<file path="config.mk">
export PLATFORM = sky130hd
export DESIGN_NAME = perc_regs
export DESIGN_NICKNAME = d
export VERILOG_FILES = /design/src/perc_pkg.sv /design/src/perc_regs.sv
export SDC_FILE = /design/constraint.sdc
export NUM_CORES = 1
export LEC_CHECK = 0
export BUFFER_PORTS_ARGS = -buffer_cell sky130_fd_sc_hd__clkbuf_2
export CORE_UTILIZATION = 47
export DETAILED_ROUTE_END_ITERATION = 12
export PLACE_DENSITY = 0.81
export SLEW_MARGIN = 40
export SYNTH_ARGS = -nofsm -noshare
export SYNTH_HDL_FRONTEND = slang
export SYNTH_SLANG_ARGS = --single-unit
</file>
<file path="constraint.sdc">
create_clock -name aclk -period 1.9 [get_ports aclk]
set_input_delay 0.285 -clock aclk [delete_from_list [all_inputs] [get_ports aclk]]
set_output_delay 0.285 -clock aclk [all_outputs]
set_load 0.01 [all_outputs]
</file>
<file path="src/perc_pkg.sv">
`default_nettype none
package perc_pkg;

  // ---------------------------------------------------------------
  // Geometry
  // ---------------------------------------------------------------
  localparam int unsigned NUM_PORTS  = 4;
  localparam int unsigned ADDR_W     = 8;
  localparam int unsigned DATA_W     = 32;

  // ---------------------------------------------------------------
  // Register map (byte addresses)
  // ---------------------------------------------------------------
  localparam logic [7:0] PORT_STRIDE   = 8'h10;
  localparam logic [7:0] OFS_RATE_EN   = 8'h00;
  localparam logic [7:0] OFS_CAPT_ATTR = 8'h04;
  localparam logic [7:0] OFS_IRQ_STAT  = 8'h40;
  localparam logic [7:0] OFS_IRQ_EN    = 8'h44;
  localparam logic [7:0] OFS_IRQ_CLR   = 8'h48;

  // ---------------------------------------------------------------
  // Error bit positions, shared by detect events and enable bits
  // ---------------------------------------------------------------
  localparam int unsigned BIT_VENDOR       = 31;
  localparam int unsigned BIT_SYMBOL_CRC   = 22;
  localparam int unsigned BIT_ACK_BAD_ID   = 21;
  localparam int unsigned BIT_NOT_ACCEPTED = 20;
  localparam int unsigned BIT_PKT_ORDER    = 19;
  localparam int unsigned BIT_PKT_CRC      = 18;
  localparam int unsigned BIT_OVERSIZE     = 17;
  localparam int unsigned BIT_STRAY_RESP   = 5;
  localparam int unsigned BIT_PROTOCOL     = 4;
  localparam int unsigned BIT_DELINEATION  = 2;
  localparam int unsigned BIT_UNREQ_ACK    = 1;
  localparam int unsigned BIT_LINK_TIMEOUT = 0;

  // Writable enable bits; everything else reads zero
  localparam logic [31:0] RATE_EN_MASK  = 32'h807e0037;
  localparam logic [31:0] RATE_EN_RESET = 32'h00000000;
  // Detect bits whose event comes with capturable content
  localparam logic [31:0] CAPT_OK_MASK  = 32'h805e0012;
  // Largest permitted packet, bytes (reported by the receiver)
  localparam int unsigned MAX_PKT_BYTES = 276;

  // ---------------------------------------------------------------
  // Capture attribute fields
  // ---------------------------------------------------------------
  localparam int unsigned ATTR_KIND_LSB   = 30;
  localparam int unsigned ATTR_TYPE_LSB   = 24;
  localparam int unsigned ATTR_DETAIL_LSB = 4;
  localparam int unsigned ATTR_VALID_BIT  = 0;
  localparam logic [1:0]  KIND_PACKET     = 2'h0;
  localparam logic [1:0]  KIND_SYMBOL     = 2'h1;
  localparam logic [1:0]  KIND_VENDOR     = 2'h2;

  // AXI responses
  localparam logic [1:0] RESP_OKAY   = 2'h0;
  localparam logic [1:0] RESP_SLVERR = 2'h2;

  // ---------------------------------------------------------------
  // Types
  // ---------------------------------------------------------------
  typedef struct packed {
    logic [31:0] err_evt;        // One-cycle pulses, detect bit layout
    logic [1:0]  item_kind;      // Kind of item that raised the error
    logic [19:0] vendor_detail;  // Extra detail stored with a capture
  } perc_evt_t;

  typedef struct packed {
    logic [1:0]  captured_item_kind;
    logic [4:0]  error_code;
    logic [19:0] vendor_capture_detail;
    logic        capture_valid_flag;
  } perc_capt_t;

endpackage
`default_nettype wire

</file>
<file path="src/perc_regs.sv">
`timescale 1ns/10ps
`default_nettype none
// Behaviour
// - Each of the four ports has its own enable and capture attribute register.
// - Enable bit 31 lets vendor-specific errors advance the port error rate.
// - Enable bit 22 lets control symbols with bad check value count.
// - Enable bit 21 lets acknowledge symbols with unexpected ackID count.
// - Enable bit 20 lets packet-not-accepted symbols count.
// - Enable bit 19 lets out-of-sequence packet ackIDs count.
// - Enable bit 18 lets packets with bad CRC count.
// - Enable bit 17 lets packets over 276 bytes count.
// - Enable bit 5 lets link-responses with non-outstanding ackID count.
// - Enable bit 4 lets protocol errors count.
// - Enable bit 2 lets delineation errors count.
// - Enable bit 1 lets unsolicited acknowledge symbols count.
// - Enable bit 0 lets link time-outs count.
// - Enable bits read-write, reset zero; reserved bits read zero.
// - Item kind codes: 00 packet, 01 control symbol, 10 vendor content.
// - Captured-error field holds encoded position of the detect bit.
// - Hardware sets valid on capture; writing 0 clears it and unlocks.
module perc_regs
  import perc_pkg::*;
#(
  parameter int unsigned PORTS = NUM_PORTS
) (
  // Clock and reset
  input  wire logic              aclk,
  input  wire logic              aresetn,
  // AXI4-Lite write address
  input  wire logic [ADDR_W-1:0] s_axi_awaddr,
  input  wire logic [2:0]        s_axi_awprot,
  input  wire logic              s_axi_awvalid,
  output logic                   s_axi_awready,
  // AXI4-Lite write data
  input  wire logic [DATA_W-1:0] s_axi_wdata,
  input  wire logic [3:0]        s_axi_wstrb,
  input  wire logic              s_axi_wvalid,
  output logic                   s_axi_wready,
  // AXI4-Lite write response
  output logic [1:0]             s_axi_bresp,
  output logic                   s_axi_bvalid,
  input  wire logic              s_axi_bready,
  // AXI4-Lite read address
  input  wire logic [ADDR_W-1:0] s_axi_araddr,
  input  wire logic [2:0]        s_axi_arprot,
  input  wire logic              s_axi_arvalid,
  output logic                   s_axi_arready,
  // AXI4-Lite read data
  output logic [DATA_W-1:0]      s_axi_rdata,
  output logic [1:0]             s_axi_rresp,
  output logic                   s_axi_rvalid,
  input  wire logic              s_axi_rready,
  // Error events from the port logic
  input  wire perc_evt_t         port_evt   [PORTS],
  // Error-rate counter advance, one pulse per counted event
  output logic [PORTS-1:0]       rate_count_pulse,
  // Error detect flag pulses, enable-independent
  output logic [PORTS-1:0]       err_flag_pulse,
  // Interrupt
  output logic                   irq
);

  // ---------------------------------------------------------------
  // Helpers
  // ---------------------------------------------------------------

  // Gate detect events by their enable bits, one bit per error type
  function automatic logic [31:0] gate_events(input logic [31:0] evt,
                                              input logic [31:0] en);
    logic [31:0] g;
    g = 32'h00000000;
    g[BIT_VENDOR]       = evt[BIT_VENDOR]       & en[BIT_VENDOR];
    g[BIT_SYMBOL_CRC]   = evt[BIT_SYMBOL_CRC]   & en[BIT_SYMBOL_CRC];
    g[BIT_ACK_BAD_ID]   = evt[BIT_ACK_BAD_ID]   & en[BIT_ACK_BAD_ID];
    g[BIT_NOT_ACCEPTED] = evt[BIT_NOT_ACCEPTED] & en[BIT_NOT_ACCEPTED];
    g[BIT_PKT_ORDER]    = evt[BIT_PKT_ORDER]    & en[BIT_PKT_ORDER];
    g[BIT_PKT_CRC]      = evt[BIT_PKT_CRC]      & en[BIT_PKT_CRC];
    g[BIT_OVERSIZE]     = evt[BIT_OVERSIZE]     & en[BIT_OVERSIZE];
    g[BIT_STRAY_RESP]   = evt[BIT_STRAY_RESP]   & en[BIT_STRAY_RESP];
    g[BIT_PROTOCOL]     = evt[BIT_PROTOCOL]     & en[BIT_PROTOCOL];
    g[BIT_DELINEATION]  = evt[BIT_DELINEATION]  & en[BIT_DELINEATION];
    g[BIT_UNREQ_ACK]    = evt[BIT_UNREQ_ACK]    & en[BIT_UNREQ_ACK];
    g[BIT_LINK_TIMEOUT] = evt[BIT_LINK_TIMEOUT] & en[BIT_LINK_TIMEOUT];
    return g;
  endfunction

  // Position of the highest capturable detect bit, as a 5-bit code
  function automatic logic [4:0] encode_error(input logic [31:0] evt);
    logic [4:0] code;
    code = 5'h00;
    for (int i = 0; i < 32; i++) begin
      if (evt[i]) begin
        code = 5'(i);
      end
    end
    return code;
  endfunction

  // Address decode: port index and register within the port window
  function automatic logic port_hit(input logic [ADDR_W-1:0] a,
                                    input logic [ADDR_W-1:0] ofs,
                                    output int unsigned      p);
    logic hit;
    hit = 1'b0;
    p   = 0;
    for (int i = 0; i < NUM_PORTS; i++) begin
      if (i < PORTS && a == ADDR_W'(i * PORT_STRIDE + ofs)) begin
        hit = 1'b1;
        p   = i;
      end
    end
    return hit;
  endfunction

  function automatic logic [31:0] pack_attr(input perc_capt_t c);
    logic [31:0] v;
    v = 32'h00000000;
    v[ATTR_KIND_LSB +: 2]    = c.captured_item_kind;
    v[ATTR_TYPE_LSB +: 5]    = c.error_code;
    v[ATTR_DETAIL_LSB +: 20] = c.vendor_capture_detail;
    v[ATTR_VALID_BIT]        = c.capture_valid_flag;
    return v;
  endfunction

  // ---------------------------------------------------------------
  // State
  // ---------------------------------------------------------------
  logic [31:0]       rate_en_q   [PORTS];
  logic [31:0]       rate_en_d   [PORTS];
  perc_capt_t        capt_q      [PORTS];
  perc_capt_t        capt_d      [PORTS];
  logic [PORTS-1:0]  irq_stat_q;
  logic [PORTS-1:0]  irq_stat_d;
  logic [PORTS-1:0]  irq_en_q;
  logic [PORTS-1:0]  irq_en_d;
  logic [PORTS-1:0]  rate_pulse_q;
  logic [PORTS-1:0]  rate_pulse_d;
  logic [PORTS-1:0]  flag_pulse_q;
  logic [PORTS-1:0]  flag_pulse_d;

  logic              aw_full_q,  aw_full_d;
  logic [ADDR_W-1:0] aw_addr_q,  aw_addr_d;
  logic              w_full_q,   w_full_d;
  logic [31:0]       w_data_q,   w_data_d;
  logic [3:0]        w_strb_q,   w_strb_d;
  logic              bvalid_q,   bvalid_d;
  logic [1:0]        bresp_q,    bresp_d;
  logic              rvalid_q,   rvalid_d;
  logic [31:0]       rdata_q,    rdata_d;
  logic [1:0]        rresp_q,    rresp_d;

  logic              do_write;
  logic [31:0]       wr_mask;

  // ---------------------------------------------------------------
  // Bus handshakes
  // ---------------------------------------------------------------
  // Address and data are latched separately so either may arrive first
  assign s_axi_awready = !aw_full_q;
  assign s_axi_wready  = !w_full_q;
  assign s_axi_arready = !rvalid_q;
  assign s_axi_bvalid  = bvalid_q;
  assign s_axi_bresp   = bresp_q;
  assign s_axi_rvalid  = rvalid_q;
  assign s_axi_rdata   = rdata_q;
  assign s_axi_rresp   = rresp_q;
  assign do_write      = aw_full_q && w_full_q && !bvalid_q;
  assign wr_mask       = {{8{w_strb_q[3]}}, {8{w_strb_q[2]}},
                          {8{w_strb_q[1]}}, {8{w_strb_q[0]}}};

  // ---------------------------------------------------------------
  // Next-state logic
  // ---------------------------------------------------------------
  // Protection bits carry no meaning here; access is not restricted
  always_comb begin
    int unsigned p;
    logic        hit;
    logic [31:0] ok_evt;
    logic [31:0] gated;
    p            = 0;
    hit          = 1'b0;
    ok_evt       = 32'h00000000;
    gated        = 32'h00000000;
    aw_full_d    = aw_full_q;
    aw_addr_d    = aw_addr_q;
    w_full_d     = w_full_q;
    w_data_d     = w_data_q;
    w_strb_d     = w_strb_q;
    bvalid_d     = bvalid_q;
    bresp_d      = bresp_q;
    rvalid_d     = rvalid_q;
    rdata_d      = rdata_q;
    rresp_d      = rresp_q;
    irq_en_d     = irq_en_q;
    irq_stat_d   = irq_stat_q;
    rate_pulse_d = '0;
    flag_pulse_d = '0;
    for (int i = 0; i < PORTS; i++) begin
      rate_en_d[i] = rate_en_q[i];
      capt_d[i]    = capt_q[i];
    end

    // Channel capture
    if (s_axi_awvalid && !aw_full_q) begin
      aw_full_d = 1'b1;
      aw_addr_d = s_axi_awaddr;
    end
    if (s_axi_wvalid && !w_full_q) begin
      w_full_d = 1'b1;
      w_data_d = s_axi_wdata;
      w_strb_d = s_axi_wstrb;
    end
    if (bvalid_q && s_axi_bready) begin
      bvalid_d = 1'b0;
    end

    // Register writes; clears come first so a same-cycle event wins
    if (do_write) begin
      aw_full_d = 1'b0;
      w_full_d  = 1'b0;
      bvalid_d  = 1'b1;
      bresp_d   = RESP_OKAY;
      if (port_hit(aw_addr_q, OFS_RATE_EN, p)) begin
        rate_en_d[p] = ((rate_en_q[p] & ~wr_mask) | (w_data_q & wr_mask))
                       & RATE_EN_MASK;
      end else if (port_hit(aw_addr_q, OFS_CAPT_ATTR, p)) begin
        if (w_strb_q[0] && !w_data_q[ATTR_VALID_BIT]) begin
          capt_d[p].capture_valid_flag = 1'b0;
        end
      end else if (aw_addr_q == OFS_IRQ_EN) begin
        if (w_strb_q[0]) begin
          irq_en_d = w_data_q[PORTS-1:0];
        end
      end else if (aw_addr_q == OFS_IRQ_CLR) begin
        if (w_strb_q[0]) begin
          irq_stat_d = irq_stat_q & ~w_data_q[PORTS-1:0];
        end
      end else if (aw_addr_q != OFS_IRQ_STAT) begin
        bresp_d = RESP_SLVERR;
      end
    end

    // Per-port event handling, independent copies
    for (int i = 0; i < PORTS; i++) begin
      gated           = gate_events(port_evt[i].err_evt, rate_en_q[i]);
      rate_pulse_d[i] = |gated;
      flag_pulse_d[i] = |port_evt[i].err_evt;
      ok_evt          = port_evt[i].err_evt & CAPT_OK_MASK;
      // Capture only while unlocked; a clear in this cycle unlocks at once,
      // so an event arriving with the clear is kept rather than lost
      if (|ok_evt && !capt_d[i].capture_valid_flag) begin
        capt_d[i].captured_item_kind    = port_evt[i].item_kind;
        capt_d[i].error_code            = encode_error(ok_evt);
        capt_d[i].vendor_capture_detail = port_evt[i].vendor_detail;
        capt_d[i].capture_valid_flag    = 1'b1;
        irq_stat_d[i]                   = 1'b1;
      end
    end

    // Reads
    if (rvalid_q && s_axi_rready) begin
      rvalid_d = 1'b0;
    end
    if (s_axi_arvalid && !rvalid_q) begin
      rvalid_d = 1'b1;
      rresp_d  = RESP_OKAY;
      rdata_d  = 32'h00000000;
      if (port_hit(s_axi_araddr, OFS_RATE_EN, p)) begin
        rdata_d = rate_en_q[p] & RATE_EN_MASK;
      end else if (port_hit(s_axi_araddr, OFS_CAPT_ATTR, p)) begin
        rdata_d = pack_attr(capt_q[p]);
      end else if (s_axi_araddr == OFS_IRQ_STAT) begin
        rdata_d[PORTS-1:0] = irq_stat_q;
      end else if (s_axi_araddr == OFS_IRQ_EN) begin
        rdata_d[PORTS-1:0] = irq_en_q;
      end else if (s_axi_araddr == OFS_IRQ_CLR) begin
        rdata_d = 32'h00000000;
      end else begin
        rresp_d = RESP_SLVERR;
      end
    end
    hit = 1'b0;
  end

  // ---------------------------------------------------------------
  // Registers
  // ---------------------------------------------------------------
  always_ff @(posedge aclk) begin
    if (!aresetn) begin
      for (int i = 0; i < PORTS; i++) begin
        rate_en_q[i] <= RATE_EN_RESET;
        capt_q[i]    <= '0;
      end
      irq_stat_q   <= '0;
      irq_en_q     <= '0;
      rate_pulse_q <= '0;
      flag_pulse_q <= '0;
      aw_full_q    <= 1'b0;
      aw_addr_q    <= '0;
      w_full_q     <= 1'b0;
      w_data_q     <= 32'h00000000;
      w_strb_q     <= 4'h0;
      bvalid_q     <= 1'b0;
      bresp_q      <= RESP_OKAY;
      rvalid_q     <= 1'b0;
      rdata_q      <= 32'h00000000;
      rresp_q      <= RESP_OKAY;
    end else begin
      for (int i = 0; i < PORTS; i++) begin
        rate_en_q[i] <= rate_en_d[i];
        capt_q[i]    <= capt_d[i];
      end
      irq_stat_q   <= irq_stat_d;
      irq_en_q     <= irq_en_d;
      rate_pulse_q <= rate_pulse_d;
      flag_pulse_q <= flag_pulse_d;
      aw_full_q    <= aw_full_d;
      aw_addr_q    <= aw_addr_d;
      w_full_q     <= w_full_d;
      w_data_q     <= w_data_d;
      w_strb_q     <= w_strb_d;
      bvalid_q     <= bvalid_d;
      bresp_q      <= bresp_d;
      rvalid_q     <= rvalid_d;
      rdata_q      <= rdata_d;
      rresp_q      <= rresp_d;
    end
  end

  // ---------------------------------------------------------------
  // Outputs
  // ---------------------------------------------------------------
  // Pulses are registered, so they trail the event by one cycle
  assign rate_count_pulse = rate_pulse_q;
  assign err_flag_pulse   = flag_pulse_q;
  assign irq              = |(irq_stat_q & irq_en_q);

endmodule
`default_nettype wire

</file>
==> out/qor.txt, run 1 <==
Final net count -> 2046
CP required -> 2.36 ns
I/O pin count -> 331
N_diodes -> 0
Synth Area in Simple Gates -> 0.233
Worst Setup End Kind -> flip-flop
Logic pwr share -> 0.154
Worst r2r path cells -> 11
H-tree levels -> 1
Area grow syn2layout -> 41.9%
Async S/R FF share, synth -> 0
Worst Hold End -> capt_q[1][26]
Most common cell after layout, fill and taps aside -> clkbuf_2
Starting Density -> 0.486
Crit-path most repeated cell -> buf_6
Clock power frac -> 0.404
Sw power -> 0.00321 W
Sink Count -> 237
Clk slew on worst S/H paths -> 0.06 ns
Setup WS post-layout -> -0.0510 ns
DR vias/cell -> 5.97
Final period util -> 1.03
Initial antenna violation count -> 1
Via count -> 12500
Max Fanout on Critical Path -> 7
Cell Area, Placed -> 13500 µm²
Routed len/inst -> 21.1 µm
Finished layout cell area -> 15800 µm²
DRC -> 0
Post-route antenna net violation count -> 0
Peak supply drop -> 0.597 mV
Slowest-stage cell, CP -> dfxtp_2
Hold_sp -> port_evt[128]
Number of warnings issued by yosys -> 0
P per Cell Area -> 765 nW/µm²
Root buffer cell -> clkbuf_16
CP arrival -> 2.41 ns
Final setup vio count -> 23
Startpoint Class -> flip-flop
Power consumption -> 0.0121 W
Violated checks -> hold timing, setup timing
Post-Synth Adder-Cell Area -> 0
Worst Hold Class -> in -> reg
Clock latency on the worst-skew pair -> 0.54 ns
Synth Area in Compound Gates -> 0.201
Setup Total Neg Slack -> -0.374 ns
Worst r2r src -> aw_addr_q[0]
Status -> complete, but fails checks
Register area -> 4750 µm²
Slew Viols, Final -> 0
Core area -> 22900 µm²
XOR/XNOR share of the synthesized area -> 0
Num CTS Buffers -> 25
Global route total overflow -> 0
Total track usage -> 0.329
Post-layout util -> 0.691
Initial DRC count -> 1303
Final wirelength -> 44200 µm
Leakage -> 6.61 nW
DP Worst Slack -> -0.104 ns
Commonest cells after routing, fill and taps aside -> clkbuf_2, dfxtp_1, nand2_1
Hold Fails Final Rpt -> 1
RePlAce Congestion -> 0.955
Cell Area, Synth -> 11100 µm²
Cell internal pwr -> 0.00890 W
Largest net degree at the start of global routing -> 124
First-pass GRT wire length -> 62600 µm
Final min period -> 1.95 ns
Slowest cell delay on critical path -> 0.32 ns
Die height -> 156 µm
Die ar. -> 24300 µm²
Fmax -> 513 MHz
Multi-input logic area -> 6200 µm²
DP HPWL -> 29000 µm
FF-to-FF setup slack -> -0.05 ns
Die width -> 156 µm
CTS max path bufs -> 3
Number of flops mapped to enable cells by yosys -> 0
CP cell instances -> buf_6 -> nor3_4 -> buf_6 -> buf_4 -> nand4_1 -> buf_6 -> a21oi_4 -> buf_6 -> clkbuf_16 -> nand3_1 -> o21ai_1
Count of different cell masters after synthesis -> 63
Worst slew margin relative to its limit -> 0.520
Worst Clk Skew -> 0.0235 ns
Sequential-to-total area share from yosys stat -> 0.426
Post-Synthesis Cells -> 1336
Flop pwr share -> 0.442
Row cnt -> 55
Synth Area per Inst -> 8.34 µm²
Multiplexer share of the synthesized area -> 0.0932
Sw Share -> 0.265
# Max-Cap Violations -> 0
Tightest Pin Transition -> 0.718 ns
Main flop type after synthesis -> dfxtp_1
Yosys reg bits -> 237
Critical path class -> reg -> reg
Share of layout cells above drive strength 1 -> 0.323
Hold_ws -> -0.00612 ns
R2R Path End -> capt_q[3][10]
Combinational family with the most area after synthesis -> simple AND/OR/NAND/NOR gates
FILL cells -> 1760
RSZ-0062 raised after global routing -> true
Drt pass-1 iters -> 6
CTS tree -> built
Port Buffer Count -> 301
Hold depth -> 3
Vias in the first global route -> 11800
through the flow:
| step | hold WS, ns | std cells |
|---|---|---|
| finish | -0.00612 | 2094 |
| global route | -0.00592 | 2094 |
| CTS | 0.0000354 | 2068 |
| detailed placement | 0.450 | 1942 |
| global placement | 0.442 | 1942 |
| floorplan | 0.401 | 1338 |
flip-flops by register name (all words and copies together), names as in the netlist:
| name | count |
|---|---|
| w_data_q | 13 |
| rate_en_q | 48 |
| err_flag_pulse | 4 |
| s_axi_rvalid | 1 |
| s_axi_bresp | 1 |
| aw_full_q | 1 |
| w_full_q | 1 |
| aw_addr_q | 8 |
| s_axi_rdata | 31 |
| s_axi_rresp | 1 |
| w_strb_q | 3 |
| irq_en_q | 4 |
| irq_stat_q | 4 |
| rate_count_pulse | 4 |
| capt_q | 112 |
| s_axi_bvalid | 1 |
metal layers:
metal  global-route usage  up-vias  routed length (µm)
li1                     -     5729                   -
met1                0.386     5929               16500
met2                0.568      697               21400
met3               0.0528      136                3990
met4                0.190        0                2320
met5                    0        -                   0
synthesized netlist by cell type (15+ instances only):
cell type	n	share of area
mux2i_1	52	0.047
nor3_1	15	0.0067
nor4_1	29	0.016
mux2_2	18	0.018
a22o_1	23	0.018
or3_1	24	0.013
a31oi_1	15	0.0084
nor2_1	77	0.026
buf_2	24	0.011
nand3_1	119	0.053
a221oi_1	24	0.019
clkbuf_1	59	0.020
nand2b_1	15	0.0084
a21oi_1	117	0.053
dfxtp_1	237	0.43
o21ai_0	139	0.062
nand2_1	181	0.061
how the worst max path moves through the flow:
stage,startpoint,endpoint,slack (ns),cells after the start
2_1_floorplan,aw_addr_q[2],rate_en_q[3][19],0.04,7
3_3_place_gp,s_axi_araddr[1],s_axi_rdata[17],-0.03,7
3_5_place_dp,s_axi_araddr[5],s_axi_rdata[31],-0.10,5
4_1_cts,aw_addr_q[0],irq_en_q[2],0.004,8
5_1_grt,aw_addr_q[0],capt_q[3][13],-0.14,11
6_report,aw_addr_q[0],capt_q[3][10],-0.05,11
logic make-up (layout without fill, tap and decap cells):
kind of cell	count (synthesis)	after routing
multiplexers	84	84
AND/OR/NAND/NOR	520	520
flip-flops	237	237
other	1	3
AO/OA/AOI/OAI	374	374
buffers and inverters	120	563
critical path, delay by kind of cell (launching register included):
family          cells  cell delay, ns
buf+inv             6            0.86
flops               1            0.32
simple gates        3            0.35
compound gates      2            0.34
what timing repair did:
item,in CTS,in global routing
setup endpoints to repair,51,119
gates cloned,0,13
buffers inserted,4,12
pin swaps,4,16
gates resized for setup,8,111
hold endpoints to repair,79,1
hold buffers,79,1
power by group through the flow:
stage / combinational (W) / clock, W / sequential (W)
final: 0.00186 / 0.00490 / 0.00535
after detailed placement: 0.00147 / 0 / 0.00545
after global placement: 0.00144 / 0 / 0.00544
after global routing: 0.00199 / 0.00515 / 0.00537
after floorplan: 0.000765 / 0 / 0.00539
after CTS: 0.00162 / 0.00491 / 0.00534
area by class of cell:
cell class / count / share of cell area
clock inverter: 7 / 0.00593
timing repair buffer: 505 / 0.229
clock buffer: 36 / 0.0447
multi-input combinational: 981 / 0.392
sequential: 237 / 0.300
inverter: 15 / 0.00356
tap: 313 / 0.0247
No activity file was read; power rests on OpenSTA's default activity.
==> run 2: changes to the inputs <==
--- a/config.mk
+++ b/config.mk
@@ -6,9 +6,10 @@
 export NUM_CORES = 1
 export LEC_CHECK = 0
 export BUFFER_PORTS_ARGS = -buffer_cell sky130_fd_sc_hd__clkbuf_2
-export CORE_UTILIZATION = 47
+export CAP_MARGIN = 20
+export CORE_UTILIZATION = 40
 export DETAILED_ROUTE_END_ITERATION = 12
-export PLACE_DENSITY = 0.81
+export PLACE_DENSITY = 0.75
 export SLEW_MARGIN = 40
 export SYNTH_ARGS = -nofsm -noshare
 export SYNTH_HDL_FRONTEND = slang
==> run 2 against run 1 <==
Effect of this change:
- the run ends with setup timing left
- worst hold slack better by 0.043 ns
- critical path depth fell by 6
- wire length is 3.7% lower
- total power is 2.0% higher
- combinational power decreased by 4%
- final cell count rose by 4.4%
- register-to-register slack improved by 0.05 ns
- flip-flop and latch count unchanged
- non-clock buffer count grew 28
- worst setup slack improved by 0.050 ns
- critical endpoint is now rate_en_q[1][19]
- largest cell class unchanged
==> out/qor.txt, run 2 (synthesis gave the netlist of run 1 again) <==
Most common cell after layout, fill and taps aside -> clkbuf_2
Global route total overflow -> 0 (unchanged)
Share of layout cells above drive strength 1 -> 0.304 (-0.0191)
Critical path class -> reg -> reg
Num CTS Buffers -> 27 (+8.0%)
Hold Fails Final Rpt -> 0 (-1)
Worst Hold Class -> in -> reg
RSZ-0062 raised after global routing -> true
Commonest cells after routing, fill and taps aside -> clkbuf_2, dfxtp_1, nand2_1
Worst Clk Skew -> 0.00732 ns (-0.0162 ns)
Hold depth -> 3 (unchanged)
Via count -> 12200 (-2.1%)
P per Cell Area -> 772 nW/µm² (+0.82%)
DRC -> 0 (unchanged)
Max Fanout on Critical Path -> 12 (+5)
Biggest register -> capt_q
Status -> complete, but fails checks
N_diodes -> 0 (unchanged)
Max reg flops -> 112 (unchanged)
Slew Viols, Final -> 0 (unchanged)
Starting Density -> 0.410 (-0.0763)
Final period util -> 1.00 (-0.0263)
Clk slew on worst S/H paths -> 0.06 ns (about the same)
Largest net degree at the start of global routing -> 178 (+44%)
I/O pin count -> 331 (unchanged)
DP HPWL -> 29100 µm (+0.57%)
CTS tree -> built
DR vias/cell -> 5.60 (-6.2%)
First-pass GRT wire length -> 62300 µm (-0.44%)
Port Buffer Count -> 301 (unchanged)
Setup WS post-layout -> -0.000965 ns (+0.0500 ns)
Tightest Pin Transition -> 0.757 ns (+0.0391 ns)
Fmax -> 526 MHz (+2.6%)
Die width -> 169 µm (+8.3%)
Final min period -> 1.90 ns (-0.0500 ns)
Final wirelength -> 42600 µm (-3.7%)
Die ar. -> 28500 µm² (+17%)
Worst r2r path cells -> 5 (-6)
Row cnt -> 60 (+9.1%)
Core area -> 27200 µm² (+19%)
Startpoint Class -> flip-flop
Vias in the first global route -> 11700 (-0.89%)
Worst slew margin relative to its limit -> 0.495 (-0.0251)
Worst Setup End Kind -> flip-flop
Leakage -> 6.67 nW (+0.90%)
Initial DRC count -> 1187 (-8.9%)
Root buffer cell -> clkbuf_16
RePlAce Congestion -> 0.930 (-2.7%)
Setup Total Neg Slack -> -0.000965 ns (+0.373 ns)
Initial antenna violation count -> 0 (-1)
Routed len/inst -> 19.5 µm (-7.7%)
CTS max path bufs -> 3 (unchanged)
CP required -> 2.33 ns (-0.03 ns)
# Max-Cap Violations -> 0 (unchanged)
Hold_sp -> port_evt[61]
Area grow syn2layout -> 43.6%
Clock latency on the worst-skew pair -> 0.55 ns (about the same)
Peak supply drop -> 0.580 mV (-2.9%)
Critical Path Start -> aw_addr_q[3]
Finished layout cell area -> 16000 µm² (+1.2%)
CP arrival -> 2.33 ns (-0.08 ns)
Final net count -> 2076 (+1.5%)
Total track usage -> 0.279 (-0.0498)
Violated checks -> setup timing
Final setup vio count -> 1 (-96%)
Die height -> 169 µm (+8.3%)
Post-route antenna net violation count -> 0 (unchanged)
H-tree levels -> 1 (unchanged)
Sink Count -> 237 (unchanged)
Cell Area, Placed -> 13500 µm² (+0.12%)
Drt pass-1 iters -> 6 (unchanged)
Worst r2r src -> aw_addr_q[3]
## run 2: critical path, stage by stage, from the launching register on
cell and delay, ns:
dfxtp_4 0.36, or3_4 0.40, buf_6 0.14, or4_4 0.59, a31oi_1 0.23, nand2_1 0.07
## run 2: layer usage
metal  vias up  wire (µm)  part of all wire  global-route usage
li1       5781          -                 -                   -
met1      5748      16900              0.40               0.333
met2       600      21000              0.49               0.500
met3       105       3010             0.071              0.0419
met4         0       1650             0.039               0.113
met5         -          0                 0                   0
## run 2: area by class of cell
type	count	area (µm²)
clock buffer	38	767
multi-input combinational	981	6020
clock inverter	10	123
inverter	15	56.3
tap	372	465
sequential	237	4760
timing repair buffer	533	3810
fill	2377	11200
## run 2: final timing paths
path                 endpoint  slack, ns
max          rate_en_q[1][19]     -0.001
min              capt_q[2][8]       0.04
max reg2reg  rate_en_q[1][19]     -0.001
min reg2reg     capt_q[0][20]       0.45
## run 2: metrics by stage
stage / power [W] / util / std cells / setup WS [ns] / hold WS [ns]
final: 0.0124 / 0.589 / 2186 / -0.000965 / 0.0365
after global routing: 0.0128 / 0.589 / 2186 / -0.0644 / 0.0337
after CTS: 0.0123 / 0.573 / 2165 / 0.00192 / 0.00116
after detailed placement: 0.00688 / 0.496 / 2000 / -0.0511 / 0.448
after global placement: 0.00684 / 0.496 / 2000 / -0.0277 / 0.439
after floorplan: 0.00616 / - / 1338 / 0.0434 / 0.401
## run 2: timing repair
action | 4_1_cts | 5_1_grt
pin swaps | 1 | 17
gates cloned | 1 | 7
gates resized for setup | 8 | 63
buffers inserted | 2 | 15
endpoints found under the setup margin | 35 | 132
hold endpoints to repair | 114 | 0
hold buffers | 114 | 0
## run 2: where the power goes
group,total [W],leakage (nW),internal (W),switching (W)
Sequential,0.00534,1.95,0.00519,0.000158
Clock,0.00522,0.430,0.00309,0.00213
Combinational,0.00179,4.29,0.000870,0.000925
Total,0.0124,6.67,0.00915,0.00321
